[src/rtl/clk_status_pkg.sv]
package clk_status_pkg;

  // number of sticky sources, one bit each in enable and sticky registers
  localparam int NFLAG = 6;

  // register offsets on the serial control port
  localparam logic [6:0] OFF_IRQ_EN = 7'h4c;
  localparam logic [6:0] OFF_STICKY = 7'h50;
  localparam logic [6:0] OFF_LIVE = 7'h51;
  localparam logic [6:0] OFF_CALIB = 7'h53;

  // field positions for enable, sticky and live registers; B_CALIB is in the calibration register
  localparam int B_IN0 = 0;
  localparam int B_IN1 = 1;
  localparam int B_HOLD = 2;
  localparam int B_REF = 3;
  localparam int B_VCXO = 4;
  localparam int B_SYNTH = 5;
  localparam int B_SEL = 6;
  localparam int B_CALIB = 2;

  // reset values
  localparam logic [NFLAG-1:0] IRQ_EN_RST = 6'h00;
  localparam logic [NFLAG-1:0] SEEN_RST = 6'h00;
  localparam logic IRQ_IDLE = 1'b1;
  localparam logic [7:0] RD_UNMAPPED = 8'h00;

  // serial frame: 8 command bits (read flag, 7-bit address), 8 data bits
  localparam logic [4:0] SPI_CMD_LAST = 5'h07;
  localparam logic [4:0] SPI_DATA_FIRST = 5'h09;
  localparam logic [4:0] SPI_FRAME_LAST = 5'h0f;
  localparam logic [4:0] SPI_DONE = 5'h10;

  typedef struct packed {
    logic input_select;
    logic synth_locked;
    logic vcxo_locked;
    logic ref_present;
    logic not_holdover;
    logic [1:0] input_active;
    logic calib_busy;
  } live_t;

  // healthy: both plls locked, reference present, no holdover, inputs up
  localparam live_t LIVE_RST = 8'h7e;

  typedef struct packed {
    logic valid;
    logic [6:0] addr;
    logic [7:0] data;
  } reg_wr_t;

endpackage

[src/rtl/sticky_bank.sv]
`timescale 1ns/1ps
module sticky_bank
  import clk_status_pkg::*;
(
  input wire logic clk, // register clock
  input wire logic nrst, // synchronous reset, active low
  input wire logic [NFLAG-1:0] set, // live condition active this cycle
  input wire logic [NFLAG-1:0] clr, // write-one-to-clear strobe
  output logic [NFLAG-1:0] seen // event latched since last clear
);

  genvar i;
  generate
    for (i = 0; i < NFLAG; i++) begin : g_flag
      // set beats clear so an event in the clearing cycle survives
      always_ff @(posedge clk) begin
        if (!nrst) begin
          seen[i] <= SEEN_RST[i];
        end else if (set[i]) begin
          seen[i] <= 1'b1;
        end else if (clr[i]) begin
          seen[i] <= 1'b0;
        end
      end
    end
  endgenerate

endmodule

[src/rtl/spi_port.sv]
`timescale 1ns/1ps
module spi_port
  import clk_status_pkg::*;
(
  input wire logic clk, // register clock
  input wire logic nrst, // synchronous reset, active low
  input wire logic sclk, // serial clock, mode 0
  input wire logic sdi, // serial data in
  input wire logic cs_n, // chip select, active low
  output logic sdo, // serial data out
  output logic sdo_oe, // high while sdo is driven
  output reg_wr_t wr, // one-cycle register write
  output logic [6:0] rd_addr, // address of current frame
  input wire logic [7:0] rd_data // register value at rd_addr
);

  logic sclk_q;
  logic [4:0] cnt;
  logic [7:0] shin;
  logic [7:0] cmd;
  logic [7:0] shout;
  logic load;
  wire rise = sclk & ~sclk_q;
  wire fall = ~sclk & sclk_q;
  wire [7:0] next_shin = {shin[6:0], sdi};
  wire shift_out = fall && cnt >= SPI_DATA_FIRST && cnt <= SPI_FRAME_LAST;

  assign rd_addr = cmd[6:0];
  assign sdo = shout[7];

  always_ff @(posedge clk) begin
    if (!nrst) begin
      sclk_q <= 1'b0;
    end else begin
      sclk_q <= sclk;
    end
  end

  // bits after the sixteenth are ignored; one register per frame
  always_ff @(posedge clk) begin
    if (!nrst || cs_n) begin
      cnt <= 5'h00;
      shin <= 8'h00;
      cmd <= 8'h00;
      load <= 1'b0;
    end else begin
      load <= rise && cnt == SPI_CMD_LAST;
      if (rise && cnt != SPI_DONE) begin
        shin <= next_shin;
        cnt <= cnt + 5'h01;
        if (cnt == SPI_CMD_LAST) begin
          cmd <= next_shin;
        end
      end
    end
  end

  always_ff @(posedge clk) begin
    if (!nrst) begin
      wr <= '0;
    end else begin
      wr.valid <= !cs_n && rise && cnt == SPI_FRAME_LAST && !cmd[7];
      wr.addr <= cmd[6:0];
      wr.data <= next_shin;
    end
  end

  // read data is fetched one cycle after the address is complete,
  // so sclk must stay low at least two register clocks
  always_ff @(posedge clk) begin
    if (!nrst || cs_n) begin
      shout <= 8'h00;
      sdo_oe <= 1'b0;
    end else if (load && cmd[7]) begin
      shout <= rd_data;
      sdo_oe <= 1'b1;
    end else if (shift_out) begin
      shout <= {shout[6:0], 1'b0};
    end
  end

endmodule

[src/rtl/clock_status_interrupt_logic.sv]
`timescale 1ns/1ps
// Function
// every interrupt enable resets to 0; a disabled flag never pulls irq low
// enabled flag becoming active drives the low-active interrupt output to 0
// synthesizer sticky lock reads 0 after any unlock since clear, else 1
// vcxo sticky lock reads 0 after any unlock since clear, else 1
// writing 1 to a sticky lock flag clears it and its pending interrupt
// per input sticky activity reads 0 after loss of signal; write 1 clears
// sticky reference reads 0 after reference loss, else 1; write 1 clears
// sticky holdover reads 0 after any holdover entry; write 1 clears
// live select bit shows input in use by selection logic, 0 or 1
// live synthesizer lock bit is 0 while unlocked, 1 otherwise, read only
// live vcxo lock bit is 0 while unlocked and feeds its sticky flag
// live input activity bit is 0 under loss of signal, feeds sticky flag
// calibration bit reads 1 while calibrating, 0 once done, read only
// two enable bits gate the two inputs' loss-of-signal flags to irq
// one enable bit, reset off, gates the reference-loss flag to irq
// one enable bit, reset off, gates the holdover flag to irq
// live reference bit is 1 with reference at selected input, else 0
// live holdover bit is 0 in holdover, 1 while locked or locking
// irq stays low while any enabled flag is active, high once none
// a flag latches on even one active cycle; writing 0 does nothing
module clock_status_interrupt_logic
  import clk_status_pkg::*;
(
  input wire logic REF_CLK, // register clock, 40 MHz
  input wire logic NRST, // synchronous reset, active low
  input wire logic SCLK, // serial port clock
  input wire logic SDI, // serial port data in
  input wire logic CS_N, // serial port select, active low
  output logic SDO, // serial port data out
  output logic SDO_OE, // high while SDO is driven
  output logic IRQ_OUT_LOW, // interrupt, active low
  input wire logic LIVE_INPUT_SELECT, // input used by selection logic
  input wire logic LIVE_SYNTH_LOCKED, // synthesizer pll locked
  input wire logic LIVE_VCXO_LOCKED, // vcxo pll locked
  input wire logic LIVE_REF_PRESENT, // reference at selected input
  input wire logic LIVE_NOT_HOLDOVER, // vcxo pll not in holdover
  input wire logic [1:0] LIVE_INPUT_ACTIVE, // per input signal present
  input wire logic SYNTH_CALIB_BUSY // synthesizer calibration running
);

  live_t live;
  logic [NFLAG-1:0] irq_en;
  logic [NFLAG-1:0] seen;
  reg_wr_t wr;
  logic [6:0] rd_addr;

  function automatic logic hit(input logic [6:0] a, input logic [6:0] off);
    hit = (a == off);
  endfunction

  // live conditions are registered once so that the sticky latches and
  // the read path see one consistent sample
  always_ff @(posedge REF_CLK) begin
    if (!NRST) begin
      live <= LIVE_RST;
    end else begin
      live.input_select <= LIVE_INPUT_SELECT;
      live.synth_locked <= LIVE_SYNTH_LOCKED;
      live.vcxo_locked <= LIVE_VCXO_LOCKED;
      live.ref_present <= LIVE_REF_PRESENT;
      live.not_holdover <= LIVE_NOT_HOLDOVER;
      live.input_active <= LIVE_INPUT_ACTIVE;
      live.calib_busy <= SYNTH_CALIB_BUSY;
    end
  end

  // an event is a live bit standing in its bad state
  wire [NFLAG-1:0] ev;
  assign ev[B_SYNTH] = ~live.synth_locked;
  assign ev[B_VCXO] = ~live.vcxo_locked;
  assign ev[B_REF] = ~live.ref_present;
  assign ev[B_HOLD] = ~live.not_holdover;
  assign ev[B_IN1] = ~live.input_active[1];
  assign ev[B_IN0] = ~live.input_active[0];

  wire wr_en = wr.valid && hit(wr.addr, OFF_IRQ_EN);
  wire wr_sticky = wr.valid && hit(wr.addr, OFF_STICKY);
  // only ones clear; zeros in the written byte leave flags alone
  wire [NFLAG-1:0] clr = wr_sticky ? wr.data[NFLAG-1:0] : '0;

  // writes to live and calibration registers fall through untouched
  always_ff @(posedge REF_CLK) begin
    if (!NRST) begin
      irq_en <= IRQ_EN_RST;
    end else if (wr_en) begin
      irq_en <= wr.data[NFLAG-1:0];
    end
  end

  sticky_bank u_sticky (
    .clk(REF_CLK),
    .nrst(NRST),
    .set(ev),
    .clr(clr),
    .seen(seen)
  );

  wire irq_pending = |(seen & irq_en);

  always_ff @(posedge REF_CLK) begin
    if (!NRST) begin
      IRQ_OUT_LOW <= IRQ_IDLE;
    end else begin
      IRQ_OUT_LOW <= ~irq_pending;
    end
  end

  // sticky bits read 0 when an event has been seen
  wire [7:0] rd_en = {2'b00, irq_en};
  wire [7:0] rd_sticky = {2'b00, ~seen};
  wire [7:0] rd_live = {1'b0, live.input_select, live.synth_locked,
                        live.vcxo_locked, live.ref_present,
                        live.not_holdover, live.input_active};
  wire [7:0] rd_calib = {5'b00000, live.calib_busy, 2'b00};
  wire [7:0] rd_data = hit(rd_addr, OFF_IRQ_EN) ? rd_en :
                       hit(rd_addr, OFF_STICKY) ? rd_sticky :
                       hit(rd_addr, OFF_LIVE) ? rd_live :
                       hit(rd_addr, OFF_CALIB) ? rd_calib : RD_UNMAPPED;

  spi_port u_spi (
    .clk(REF_CLK),
    .nrst(NRST),
    .sclk(SCLK),
    .sdi(SDI),
    .cs_n(CS_N),
    .sdo(SDO),
    .sdo_oe(SDO_OE),
    .wr(wr),
    .rd_addr(rd_addr),
    .rd_data(rd_data)
  );

  genvar g;
  generate
    for (g = 0; g < NFLAG; g++) begin : g_chk

    end
  endgenerate
endmodule

[config.mk]
export PLATFORM = sky130hd
export DESIGN_NAME = clock_status_interrupt_logic
export DESIGN_NICKNAME = d
export VERILOG_FILES = /design/src/rtl/clk_status_pkg.sv /design/src/rtl/sticky_bank.sv /design/src/rtl/spi_port.sv /design/src/rtl/clock_status_interrupt_logic.sv
export SDC_FILE = /design/constraint.sdc
export NUM_CORES = 1
export LEC_CHECK = 0
export BUFFER_PORTS_ARGS = -buffer_cell sky130_fd_sc_hd__buf_2
export CAP_MARGIN = 20
export CORE_UTILIZATION = 55
export DETAILED_ROUTE_END_ITERATION = 6
export GPL_TIMING_DRIVEN = 0
export PLACE_DENSITY_LB_ADDON = 0.08
export SLEW_MARGIN = 40
export SYNTH_ARGS = -nofsm -noshare
export SYNTH_HDL_FRONTEND = slang
export SYNTH_HIERARCHICAL = 1
export SYNTH_SLANG_ARGS = --single-unit
[constraint.sdc]
create_clock -name REF_CLK -period 2 [get_ports REF_CLK]
set_input_delay 0.1 -clock REF_CLK [delete_from_list [all_inputs] [get_ports REF_CLK]]
set_output_delay 0.1 -clock REF_CLK [all_outputs]
set_load 0.005 [all_outputs]
## Word level (Yosys, flattened, before mapping)

Index checks and enable logic that the tools add are counted.

- Output and inout port bits: 3
- Flip-flop bits (word level): 66
- Logic and storage cells: 86
- Input port bits: 13

- Bitwise gates (word level): 7
- Reductions and logical operators: 17
- Equality and inequality tests: 15
- Magnitude comparators: 2
- Multiplexer cells: 19
- $add $sub $neg: 1

Operator list:

| operator | number |
|---|---|
| equality test 7 bit, second input constant | 6 |
| two-way mux 7 bit | 3 |
| two-way mux 8 bit | 2 |
| two-way mux 1 bit | 12 |
| != test 2 x 1 -> 1 bit, second input constant | 6 |
| logical AND 1 bit | 10 |
| bitwise AND 6 bit | 1 |
| two-way mux 6 bit | 1 |
| inverter 6 bit | 1 |
| OR reduction 6 bit | 1 |
| adder 5 x 1 -> 5 bit, second input constant | 1 |
| equality test 5 x 3 -> 1 bit, second input constant | 1 |
| equality test 5 x 4 -> 1 bit, second input constant | 1 |
| greater-or-equal comparator 5 x 4 -> 1 bit, second input constant | 1 |
| <= comparator 5 x 4 -> 1 bit, second input constant | 1 |
| != test 5 bit, second input constant | 1 |
| zero test 1 bit | 3 |
| two-way mux 3 bit | 1 |
| inverter 1 bit | 3 |
| bitwise AND 1 bit | 2 |
| AND reduction 2 bit | 1 |
| nonzero test 2 bit | 1 |
| logical OR 1 bit | 1 |

## Longest topological paths before layout

Gate-level depths: netlist of run 1.

- Depth in word-level cells: 6
- Depth in mapped cells: 7

## By module

The synthesis of run 1 kept the hierarchy.

Modules (own cells, without submodules):

| module | area an instance (µm²) | cells each | seq. area each (µm²) | instances |
|---|---|---|---|---|
| spi_port | 1825.5 | 183 | 940.9 | 1 |
| clock_status_interrupt_logic | 818.3 | 93 | 300.3 | 1 |
| sticky_bank | 247.7 | 18 | 120.1 | 1 |

## Worst setup path before layout of run 1

No wires, ideal clock.

- Path kind: flip-flop to flip-flop
- Start point: register u_spi.cmd[0]
- End point: register u_spi.shout[3]
- Stages on the path, launching flop included: 8
- Library setup time: 0.074 ns
- Required time: 1.926 ns
- Period minus slack after synthesis: 1.734 ns
- Arrival: 1.660 ns
- Path slack: 0.266 ns
- Cells stage by stage: dfxtp_1 buf_4 or4b_4 buf_6 nor3_4 a221o_1 o21ai_0 a31oi_1

- Word-level cells in the longest chain between the ends: 5

Ends and longest elaborated chain:

| element | line | RTL |
|---|---|---|
| start: declaration | spi_port.sv:20 | `logic [7:0] cmd;` |
| start signal: assignment | spi_port.sv:52 | `cmd <= next_shin;` |
| equality test 7 bit | clock_status_interrupt_logic.sv:50 | `hit = (a == off);` |
| two-way mux 7 bit | clock_status_interrupt_logic.sv:119 | `hit(rd_addr, OFF_LIVE) ? rd_live :` |
| two-way mux 7 bit | clock_status_interrupt_logic.sv:118 | `hit(rd_addr, OFF_STICKY) ? rd_sticky :` |
| two-way mux 7 bit (*) | clock_status_interrupt_logic.sv:117 | `wire [7:0] rd_data = hit(rd_addr, OFF_IRQ_EN) ? rd_en :` |
| named net rd_data[3] | clock_status_interrupt_logic.sv:117 |  |
| two-way mux 8 bit (*) | spi_port.sv:74 | `end else if (load && cmd[7]) begin` |
| end signal: assignment | spi_port.sv:75 | `shout <= rd_data;` |
| end signal: assignment | spi_port.sv:78 | `shout <= {shout[6:0], 1'b0};` |
| end: declaration | spi_port.sv:21 | `logic [7:0] shout;` |

Mark *: on every way through the listed nets, which the timed path passes. The rest lies on a longest branch.
A chain may end at the register's enable or synchronous reset.

## Worst setup path in the final report of run 1

- Start point: register u_spi.cmd[1]
- End point: register u_spi.shout[3]

Same word-level chain as after synthesis.

==> flow_summary.json, run 1 <==
{
  "critical_path_class": "register to register",
  "vias": 2074,
  "status": "complete, no violations",
  "reg2reg_from": "u_spi/cmd[1]$_SDFFE_PP0P_",
  "switchingPower_mw": 0.593,
  "crit_family": "simple AND/OR/NAND/NOR gates",
  "power_per_cell_area_nw_per_um2": 788,
  "dp_hpwl_mm": 3.75,
  "tightest_slew_ns": 0.590,
  "sw_frac_of_total_pct": 22.8,
  "p_clk_share_pct": 42.7,
  "p_comb_share_pct": 5.3,
  "crit_end": "u_spi/shout[3]$_SDFFE_PP0P_",
  "layout.nets": 343,
  "fp.dieArea_um2": 5450,
  "clk_latency_ns": 0.35,
  "finalSetupViolCount": 0,
  "seqPwrFrac_pct": 51.9,
  "std_cell_rows": 25,
  "rsz0062_at_grt": "false",
  "grt_max_degree": 18,
  "synth_nets": 307,
  "cp-start-kind": "register",
  "clockBufferDepth": 2,
  "gp_congestion": 0.757,
  "max-slew-margin-rel_pct": 60.4,
  "tns_ns": 0,
  "max_stage_delay_ns": 0.54,
  "rr_endpoint": "u_spi/shout[3]$_SDFFE_PP0P_",
  "skew_ns": 0.00745,
  "period_minus_slack_ns": 1.85,
  "ant_nets": 0,
  "path_clk_slew_ns": 0.07,
  "crit_required_ns": 2.27,
  "start_util_pct": 58.6,
  "drive_gt1_share_pct": 17.8,
  "cp-startpoint": "u_spi/cmd[1]$_SDFFE_PP0P_",
  "synth_cells": 290,
  "finalHoldViolCount": 0,
  "cts_tree": "done",
  "ys_warn_count": 6,
  "crit_buf_inv": 1,
  "syn_avg_cell_area_um2": 9.79,
  "wire_per_inst_um": 13.9,
  "grt_pass1_wl_mm": 8.88,
  "numPortBuffers": 15,
  "cp-end-kind": "register",
  "ir_drop_mv": 0.497,
  "drt-pass1-iter-count": 6,
  "core_area_um2": 4850,
  "cp_num_cells": 6,
  "intPower_mw": 2.01,
  "pin_count": 16,
  "syn2layout_area_growth_pct": 16.4,
  "clkSinkCount": 66,
  "h-tree-depth": 3,
  "maxCapViolations": 0,
  "diodes": 0,
  "layout_worst_path_cycle_share_pct": 92.6,
  "die_w_um": 73.8,
  "critPathArrivalTime_ns": 2.12,
  "placed_cell_area_um2": 3000,
  "fin_area_um2": 3300,
  "overflow": 0,
  "crit_fanout": 5,
  "r2r_slack_ns": 0.15,
  "viasPerCell": 5.21,
  "grt_antenna_before_repair": 0,
  "cts_buffers": 9,
  "crit_chain": "buf_4 -> or4b_4 -> nor3_4 -> a221o_1 -> o21ai_0 -> a31oi_1",
  "first_iter_violations": 163,
  "cts_root_buf": "clkbuf_8",
  "slowest_stage": "or4b_4",
  "slew_viol_final": 0,
  "leakagePower_nw": 1.29,
  "fmax_mhz": 540,
  "syn-cell-area_um2": 2840,
  "wirelength_mm": 5.53,
  "grtUsageTotal_pct": 22.5,
  "grt_pass1_vias": 1904,
  "drc": 0,
  "rr_worst_depth": 6,
  "die_y_um": 73.8,
  "hold_path.class": "input pin to register"
}
[worst register-to-register path: cells and delay by family (launching register included)]
family	cells	cell delay, ns
buf+inv	1	0.16
compound gates	3	0.48
simple gates	2	0.81
flops	1	0.32
[layout make-up]
cell class / instances / area [um^2]
Fill cell: 406 / 1540
Clock inverter: 4 / 51.3
Clock buffer: 12 / 145
Tap cell: 67 / 83.8
Timing Repair Buffer: 26 / 180
Sequential cell: 66 / 1320
Inverter: 10 / 37.5
Buffer: 19 / 113
Multi-Input combinational cell: 194 / 1370
[sequential cells by signal, indices dropped and copies added, names as in the netlist, 5 cells and up]
| signal | cells |
|---|---|
| u_spi/cnt | 5 |
| u_spi/cmd | 8 |
| irq_en | 6 |
| u_spi/shin | 7 |
| live | 8 |
| u_sticky/seen | 6 |
| u_spi/wr | 14 |
| u_spi/shout | 8 |
[timing repair]
| item | in CTS | in global routing |
|---|---|---|
| setup buffers | 1 | 1 |
| setup endpoints to repair | 1 | 7 |
| gates cloned | 0 | 0 |
| hold buffers | 9 | 0 |
| pin swaps | 1 | 3 |
| hold endpoints to repair | 9 | 0 |
| gates resized for setup | 0 | 3 |
[power groups by stage]
stage	Clock, mW	Sequential (mW)	Combinational, mW
2_1_floorplan	0	1.38	0.0880
3_3_place_gp	0	1.38	0.123
3_5_place_dp	0	1.38	0.125
4_1_cts	1.14	1.35	0.139
5_1_grt	1.19	1.35	0.154
6_report	1.11	1.35	0.139
[worst min-delay path by stage]
stage	start	endpoint	depth (start not counted)
2_1_floorplan	NRST	live[2]$_SDFF_PN1_	1
5_1_grt	SDI	u_spi/wr[0]$_SDFF_PN0_	2
4_1_cts	SDI	u_spi/wr[0]$_SDFF_PN0_	2
3_5_place_dp	LIVE_INPUT_ACTIVE[1]	live[2]$_SDFF_PN1_	2
6_report	SDI	u_spi/wr[0]$_SDFF_PN0_	2
3_3_place_gp	LIVE_NOT_HOLDOVER	live[3]$_SDFF_PN1_	2
[layer usage]
layer,vias up,part of all wire [%],wire length (um),GRT usage (%)
li1,1071,-,-,-
met2,28,47,2600,35.0
met1,967,48,2660,28.4
met3,8,3.7,205,9.47
met4,0,1.3,70,7.05
met5,-,0,0,0
[metrics by stage]
| step | hold slack, ns | power (mW) | setup slack [ns] | utilization (%) | cells |
|---|---|---|---|---|---|
| after floorplan | 0.173 | 1.47 | 0.266 | - | 290 |
| after global placement | 0.279 | 1.51 | 0.0349 | 61.8 | 372 |
| after detailed placement | 0.285 | 1.51 | 0.0223 | 62.0 | 372 |
| after CTS | 0.00238 | 2.63 | 0.00718 | 68.0 | 398 |
| after global routing | 0.00981 | 2.70 | 0.00598 | 68.2 | 398 |
| final | 0.00988 | 2.61 | 0.148 | 68.2 | 398 |
[layout by cell type, fill, tap and decap left out, types with 2 or more instances in the layout]
| master | count |
|---|---|
| a21oi_1 | 4 |
| nand2b_1 | 9 |
| nand3b_1 | 2 |
| o31ai_1 | 7 |
| nor2b_4 | 6 |
| ha_1 | 4 |
| a31oi_1 | 8 |
| nand2_1 | 18 |
| nor2b_1 | 2 |
| buf_4 | 10 |
| a22oi_1 | 3 |
| clkbuf_8 | 10 |
| and2_1 | 26 |
| clkbuf_1 | 9 |
| nor3_1 | 5 |
| nor2_1 | 24 |
| buf_2 | 18 |
| or3b_1 | 3 |
| o21a_1 | 6 |
| nand3_1 | 2 |
| nand4_1 | 9 |
| dlygate4sd3_1 | 9 |
| o21ai_0 | 9 |
| nor3_4 | 2 |
| inv_1 | 10 |
| a221o_1 | 4 |
| xor2_1 | 2 |
| mux2i_1 | 22 |
| nor2_2 | 2 |
| dfxtp_1 | 65 |
No activity file was read; power rests on OpenSTA's default activity.
==> inputs of run 2 (changes only) <==
--- a/config.mk
+++ b/config.mk
@@ -7,7 +7,9 @@
 export LEC_CHECK = 0
 export BUFFER_PORTS_ARGS = -buffer_cell sky130_fd_sc_hd__buf_2
 export CAP_MARGIN = 20
-export CORE_UTILIZATION = 55
+export CELL_PAD_IN_SITES_DETAIL_PLACEMENT = 0
+export CELL_PAD_IN_SITES_GLOBAL_PLACEMENT = 1
+export CORE_UTILIZATION = 47
 export DETAILED_ROUTE_END_ITERATION = 6
 export GPL_TIMING_DRIVEN = 0
 export PLACE_DENSITY_LB_ADDON = 0.08
==> run 2 against run 1 <==
Net effect:
- power shrank 4.2%
- fmax shrank 3.0%
- sequential power barely moved
- utilization down 10 points
- largest cell class unchanged
- largest power group unchanged
- highest routed layer unchanged
==> flow_summary.json, run 2 (synthesized netlist as in run 1, its figures left out) <==
{
  "total_power_mw": 2.50,
  "final_cell_mix": "dfxtp_1, and2_1, nor2_1",
  "first_iter_violations": 102,
  "finalNonFillerCells": 403,
  "layout_worst_path_cycle_share_pct": 95.5,
  "start_util_pct": 50.0,
  "grt_pass1_vias": 1950,
  "die_w_um": 79.7,
  "placedCellCount": 377,
  "drive_gt1_share_pct": 18.7,
  "die_y_um": 79.7,
  "whs_ns": 0.102,
  "pin_count": 16,
  "max-slew-margin-rel_pct": 58.6,
  "finalSetupViolCount": 0,
  "cp-end-kind": "register",
  "dp_hpwl_mm": 3.87,
  "cts_tree": "done",
  "numPortBuffers": 15,
  "fin_area_um2": 3300,
  "vias": 2066,
  "drc": 0,
  "tns_ns": 0,
  "viasPerCell": 5.13,
  "grt_max_degree": 18,
  "grt_antenna_before_repair": 0,
  "fp.dieArea_um2": 6360,
  "wirelength_mm": 5.66,
  "fin_ws_ns": 0.0906,
  "clk_latency_ns": 0.34,
  "grt_pass1_wl_mm": 9.45,
  "crit_fanout": 5,
  "skew_ns": 0.00642,
  "tightest_slew_ns": 0.616,
  "ir_drop_mv": 0.490,
  "ant_nets": 0,
  "critical_path_class": "register to register",
  "largest_reg_flops": 14,
  "path_clk_slew_ns": 0.07,
  "slew_viol_final": 0,
  "finalHoldViolCount": 0,
  "syn2layout_area_growth_pct": 16.3,
  "core_area_um2": 5680,
  "largest-register": "u_spi/wr",
  "drt-pass1-iter-count": 4,
  "clkSinkCount": 66,
  "layout.nets": 343,
  "placed_cell_area_um2": 3010,
  "cts_root_buf": "clkbuf_8",
  "utilization_pct": 58.2,
  "h-tree-depth": 3,
  "status": "complete, no violations",
  "leakagePower_nw": 1.29,
  "crit_required_ns": 2.28,
  "clockBufferDepth": 2,
  "gp_congestion": 0.741,
  "std_cell_rows": 27,
  "cts_buffers": 9,
  "fmax_mhz": 524,
  "cp-start-kind": "register",
  "period_minus_slack_ns": 1.91,
  "grtUsageTotal_pct": 20.2,
  "wire_per_inst_um": 14.0,
  "hold_path.class": "input pin to register",
  "critPathArrivalTime_ns": 2.19,
  "maxCapViolations": 0,
  "diodes": 0,
  "overflow": 0,
  "pre_cts_slack_ns": 0.0348,
  "power_per_cell_area_nw_per_um2": 756,
  "fillers": 514,
  "mostFrequentLayoutCell": "dfxtp_1"
}
run 2: changes by cell type in the layout (fill, tap and decap cells not counted), sizes merged:
cell	previous run	this run
bufinv	1	0
clkbuf	19	16
clkinv	2	4
clkinvlp	1	2
dlygate4sd3	9	10
run 2: final cells by class:
class                   count  area (um^2)  area share, %
flip-flops and latches     66         1320           40.1
inverters                  10         37.5           1.14
multi-input cells         194         1370           41.6
plain buffers              18          109           3.30
clock buffers              10          138           4.17
well taps                  72         90.1           2.73
clock inverters             6         42.5           1.29
repair buffers             27          190           5.76
run 2: metal layers:
layer / vias to the layer above / wire [um] / global-route usage [%]
li1: 1072 / - / -
met1: 948 / 2850 / 27.1
met2: 36 / 2510 / 29.6
met3: 10 / 204 / 6.17
met4: 0 / 93 / 8.73
met5: - / 0 / 0
run 2: worst paths after layout:
check | from | cells after the start | to | slack (ns)
min reg2reg | u_spi/wr[0]$_SDFF_PN0_ | 2 | irq_en[0]$_SDFFE_PN0P_ | 0.46
min | NRST | 2 | live[2]$_SDFF_PN1_ | 0.10
max | u_spi/cmd[5]$_SDFFE_PP0P_ | 6 | u_spi/shout[3]$_SDFFE_PP0P_ | 0.09
max reg2reg | u_spi/cmd[5]$_SDFFE_PP0P_ | 6 | u_spi/shout[3]$_SDFFE_PP0P_ | 0.09
run 2: worst max-delay path: stages (launching register included):
cell and delay (ns):
dfxtp_1 0.33, buf_4 0.14, or4b_4 0.57, nor3_4 0.32, a221o_1 0.23, o21ai_0 0.10, a31oi_1 0.15
run 2: where the power goes:
group | internal, mW | total [mW] | leakage (nW) | switching (mW)
logic | 0.0671 | 0.142 | 0.666 | 0.0746
clock network | 0.482 | 1.00 | 0.0882 | 0.518
registers | 1.34 | 1.35 | 0.537 | 0.0179
run 2: timing repair:
item / CTS / global route
buffers inserted: 0 / 2
hold buffers: 10 / 0
hold endpoints to repair: 10 / 0
setup endpoints to repair: 0 / 8
gates resized for setup: 0 / 4
==> inputs of run 3 (changes only) <==
--- a/config.mk
+++ b/config.mk
@@ -5,12 +5,12 @@
 export SDC_FILE = /design/constraint.sdc
 export NUM_CORES = 1
 export LEC_CHECK = 0
-export BUFFER_PORTS_ARGS = -buffer_cell sky130_fd_sc_hd__buf_2
 export CAP_MARGIN = 20
 export CELL_PAD_IN_SITES_DETAIL_PLACEMENT = 0
 export CELL_PAD_IN_SITES_GLOBAL_PLACEMENT = 1
-export CORE_UTILIZATION = 47
+export CORE_UTILIZATION = 49
 export DETAILED_ROUTE_END_ITERATION = 6
+export DONT_BUFFER_PORTS = 1
 export GPL_TIMING_DRIVEN = 0
 export PLACE_DENSITY_LB_ADDON = 0.08
 export SLEW_MARGIN = 40
==> run 3 against run 2 <==
Net effect:
- critical path depth did not move
- sequential share of layout area rose by 0.63 points
- combinational power fell by 8%
- design area fell by 1.2%
- worst setup slack improved by 0.022 ns
- critical endpoint unchanged
- first-iteration DRC count fell by 9.8%
- highest routed layer unchanged
- flip-flop and latch count did not move
- sequential power barely moved
- clock-buffer cell count rose by 3
- clock skew fell by 0.0013 ns
- final cell count fell by 3.7%
==> flow_summary.json, run 3 (synthesized netlist as in run 1, its figures left out) <==
{
  "tightest_slew_ns": 0.602,
  "crit_family": "simple AND/OR/NAND/NOR gates",
  "largest-register": "u_spi/wr",
  "cts_tree": "done",
  "die_w_um": 78.1,
  "grtUsageTotal_pct": 20.7,
  "hold_path.class": "input pin to register",
  "layout.nets": 329,
  "crit_chain": "buf_4 -> or4b_4 -> nor3_4 -> a221o_1 -> o21ai_0 -> a31oi_1",
  "clockBufferDepth": 2,
  "fin_area_um2": 3260,
  "max_stage_delay_ns": 0.56,
  "slowest_stage": "or4b_4",
  "pin_count": 16,
  "crit_buf_inv": 1,
  "grt_pass1_wl_mm": 9.42,
  "r2r_slack_ns": 0.11,
  "fillers": 519,
  "syn2layout_area_growth_pct": 14.9,
  "wire_per_inst_um": 14.5,
  "tns_ns": 0,
  "core_area_um2": 5540,
  "placedCellCount": 362,
  "clk_latency_ns": 0.34,
  "leakagePower_nw": 1.24,
  "fp.dieArea_um2": 6100,
  "h-tree-depth": 3,
  "crit_fanout": 5,
  "cp-end-kind": "register",
  "std_cell_rows": 27,
  "numPortBuffers": 0,
  "clkSinkCount": 66,
  "period_minus_slack_ns": 1.89,
  "placed_cell_area_um2": 2940,
  "diodes": 0,
  "layout_worst_path_cycle_share_pct": 94.4,
  "crit_required_ns": 2.27,
  "cts_buffers": 9,
  "rr_worst_depth": 6,
  "skew_ns": 0.00515,
  "die_y_um": 78.1,
  "slew_viol_final": 0,
  "path_clk_slew_ns": 0.07,
  "rsz0062_at_grt": "false",
  "grt_antenna_before_repair": 0,
  "finalSetupViolCount": 0,
  "power_per_cell_area_nw_per_um2": 804,
  "seqCellArea_um2": 1330,
  "crit_end": "u_spi/shout[3]$_SDFFE_PP0P_",
  "cp-start-kind": "register",
  "overflow": 0,
  "fmax_mhz": 530,
  "gp_congestion": 0.735,
  "drive_gt1_share_pct": 14.9,
  "critical_path_class": "register to register",
  "grt_pass1_vias": 1915,
  "final_cell_mix": "dfxtp_1, and2_1, nor2_1",
  "max-slew-margin-rel_pct": 59.6,
  "start_util_pct": 51.2,
  "drc": 0,
  "viasPerCell": 5.24,
  "mostFrequentLayoutCell": "dfxtp_1",
  "status": "complete, no violations",
  "grt_max_degree": 14,
  "maxCapViolations": 0,
  "wirelength_mm": 5.63,
  "critPathArrivalTime_ns": 2.16,
  "cts_root_buf": "clkbuf_8",
  "multi_input_area_um2": 1370,
  "rr_endpoint": "u_spi/shout[3]$_SDFFE_PP0P_",
  "finalNonFillerCells": 388,
  "largest_reg_flops": 14,
  "dp_hpwl_mm": 3.82,
  "ir_drop_mv": 0.455,
  "reg2reg_from": "u_spi/cmd[1]$_SDFFE_PP0P_",
  "finalHoldViolCount": 0,
  "cp-startpoint": "u_spi/cmd[1]$_SDFFE_PP0P_",
  "first_iter_violations": 92,
  "ant_nets": 0,
  "cp_num_cells": 6,
  "vias": 2035,
  "drt-pass1-iter-count": 4
}
==> run 3: repair_timing <==
item	CTS	global route
setup endpoints to repair	0	8
hold endpoints to repair	22	0
hold buffers	11	0
gates resized for setup	0	11
buffers inserted	0	1
==> run 3: power breakdown <==
| part | internal (mW) | leakage, nW | switching [mW] | total (mW) |
|---|---|---|---|---|
| combinational | 0.0610 | 0.601 | 0.0697 | 0.131 |
| clock | 0.669 | 0.106 | 0.469 | 1.14 |
| sequential | 1.34 | 0.539 | 0.0172 | 1.35 |
| total | 2.07 | 1.24 | 0.556 | 2.62 |
==> run 3: worst min-delay path by stage <==
| stage | start | end | slack [ns] | depth (start not counted) |
|---|---|---|---|---|
| floorplan | NRST | live[2]$_SDFF_PN1_ | 0.17 | 1 |
| global placement | NRST | live[2]$_SDFF_PN1_ | 0.18 | 1 |
| detailed placement | NRST | live[2]$_SDFF_PN1_ | 0.18 | 1 |
| CTS | SCLK | u_spi/shout[6]$_SDFFE_PP0P_ | 0.02 | 3 |
| global route | SCLK | u_spi/shout[3]$_SDFFE_PP0P_ | 0.03 | 3 |
| finish | SCLK | u_spi/shout[3]$_SDFFE_PP0P_ | 0.03 | 3 |
==> run 3: cell type report <==
type	count	area share (%)
Buffer	19	3.53
Clock buffer	13	5.18
Clock inverter	2	1.07
Inverter	10	1.15
Multi-Input combinational cell	194	42.0
Sequential cell	66	40.7
Tap cell	72	2.76
Timing Repair Buffer	12	3.60
==> run 3: worst min-delay path: stages <==
cell	delay, ns
nor3b_2	0.06
nand4_1	0.09
a31oi_1	0.07
==> run 3: routing by layer <==
metal / track usage (%) / up-vias / wire [um]
met5: 0 / - / 0
met4: 8.89 / 0 / 103
met3: 7.33 / 10 / 210
met2: 31.3 / 30 / 2550
met1: 26.6 / 948 / 2770
li1: - / 1047 / -
==> run 3: metrics by stage <==
| stage | power [mW] | worst slack, ns | utilization [%] | hold WS, ns |
|---|---|---|---|---|
| after global placement | 1.49 | -0.0928 | 52.9 | 0.176 |
| final | 2.62 | 0.113 | 58.9 | 0.0292 |
| after detailed placement | 1.49 | 0.0405 | 53.0 | 0.179 |
| after global routing | 2.74 | 0.00222 | 58.9 | 0.0261 |
| after CTS | 2.66 | 0.0172 | 58.6 | 0.0179 |
| after floorplan | 1.47 | 0.266 | - | 0.173 |
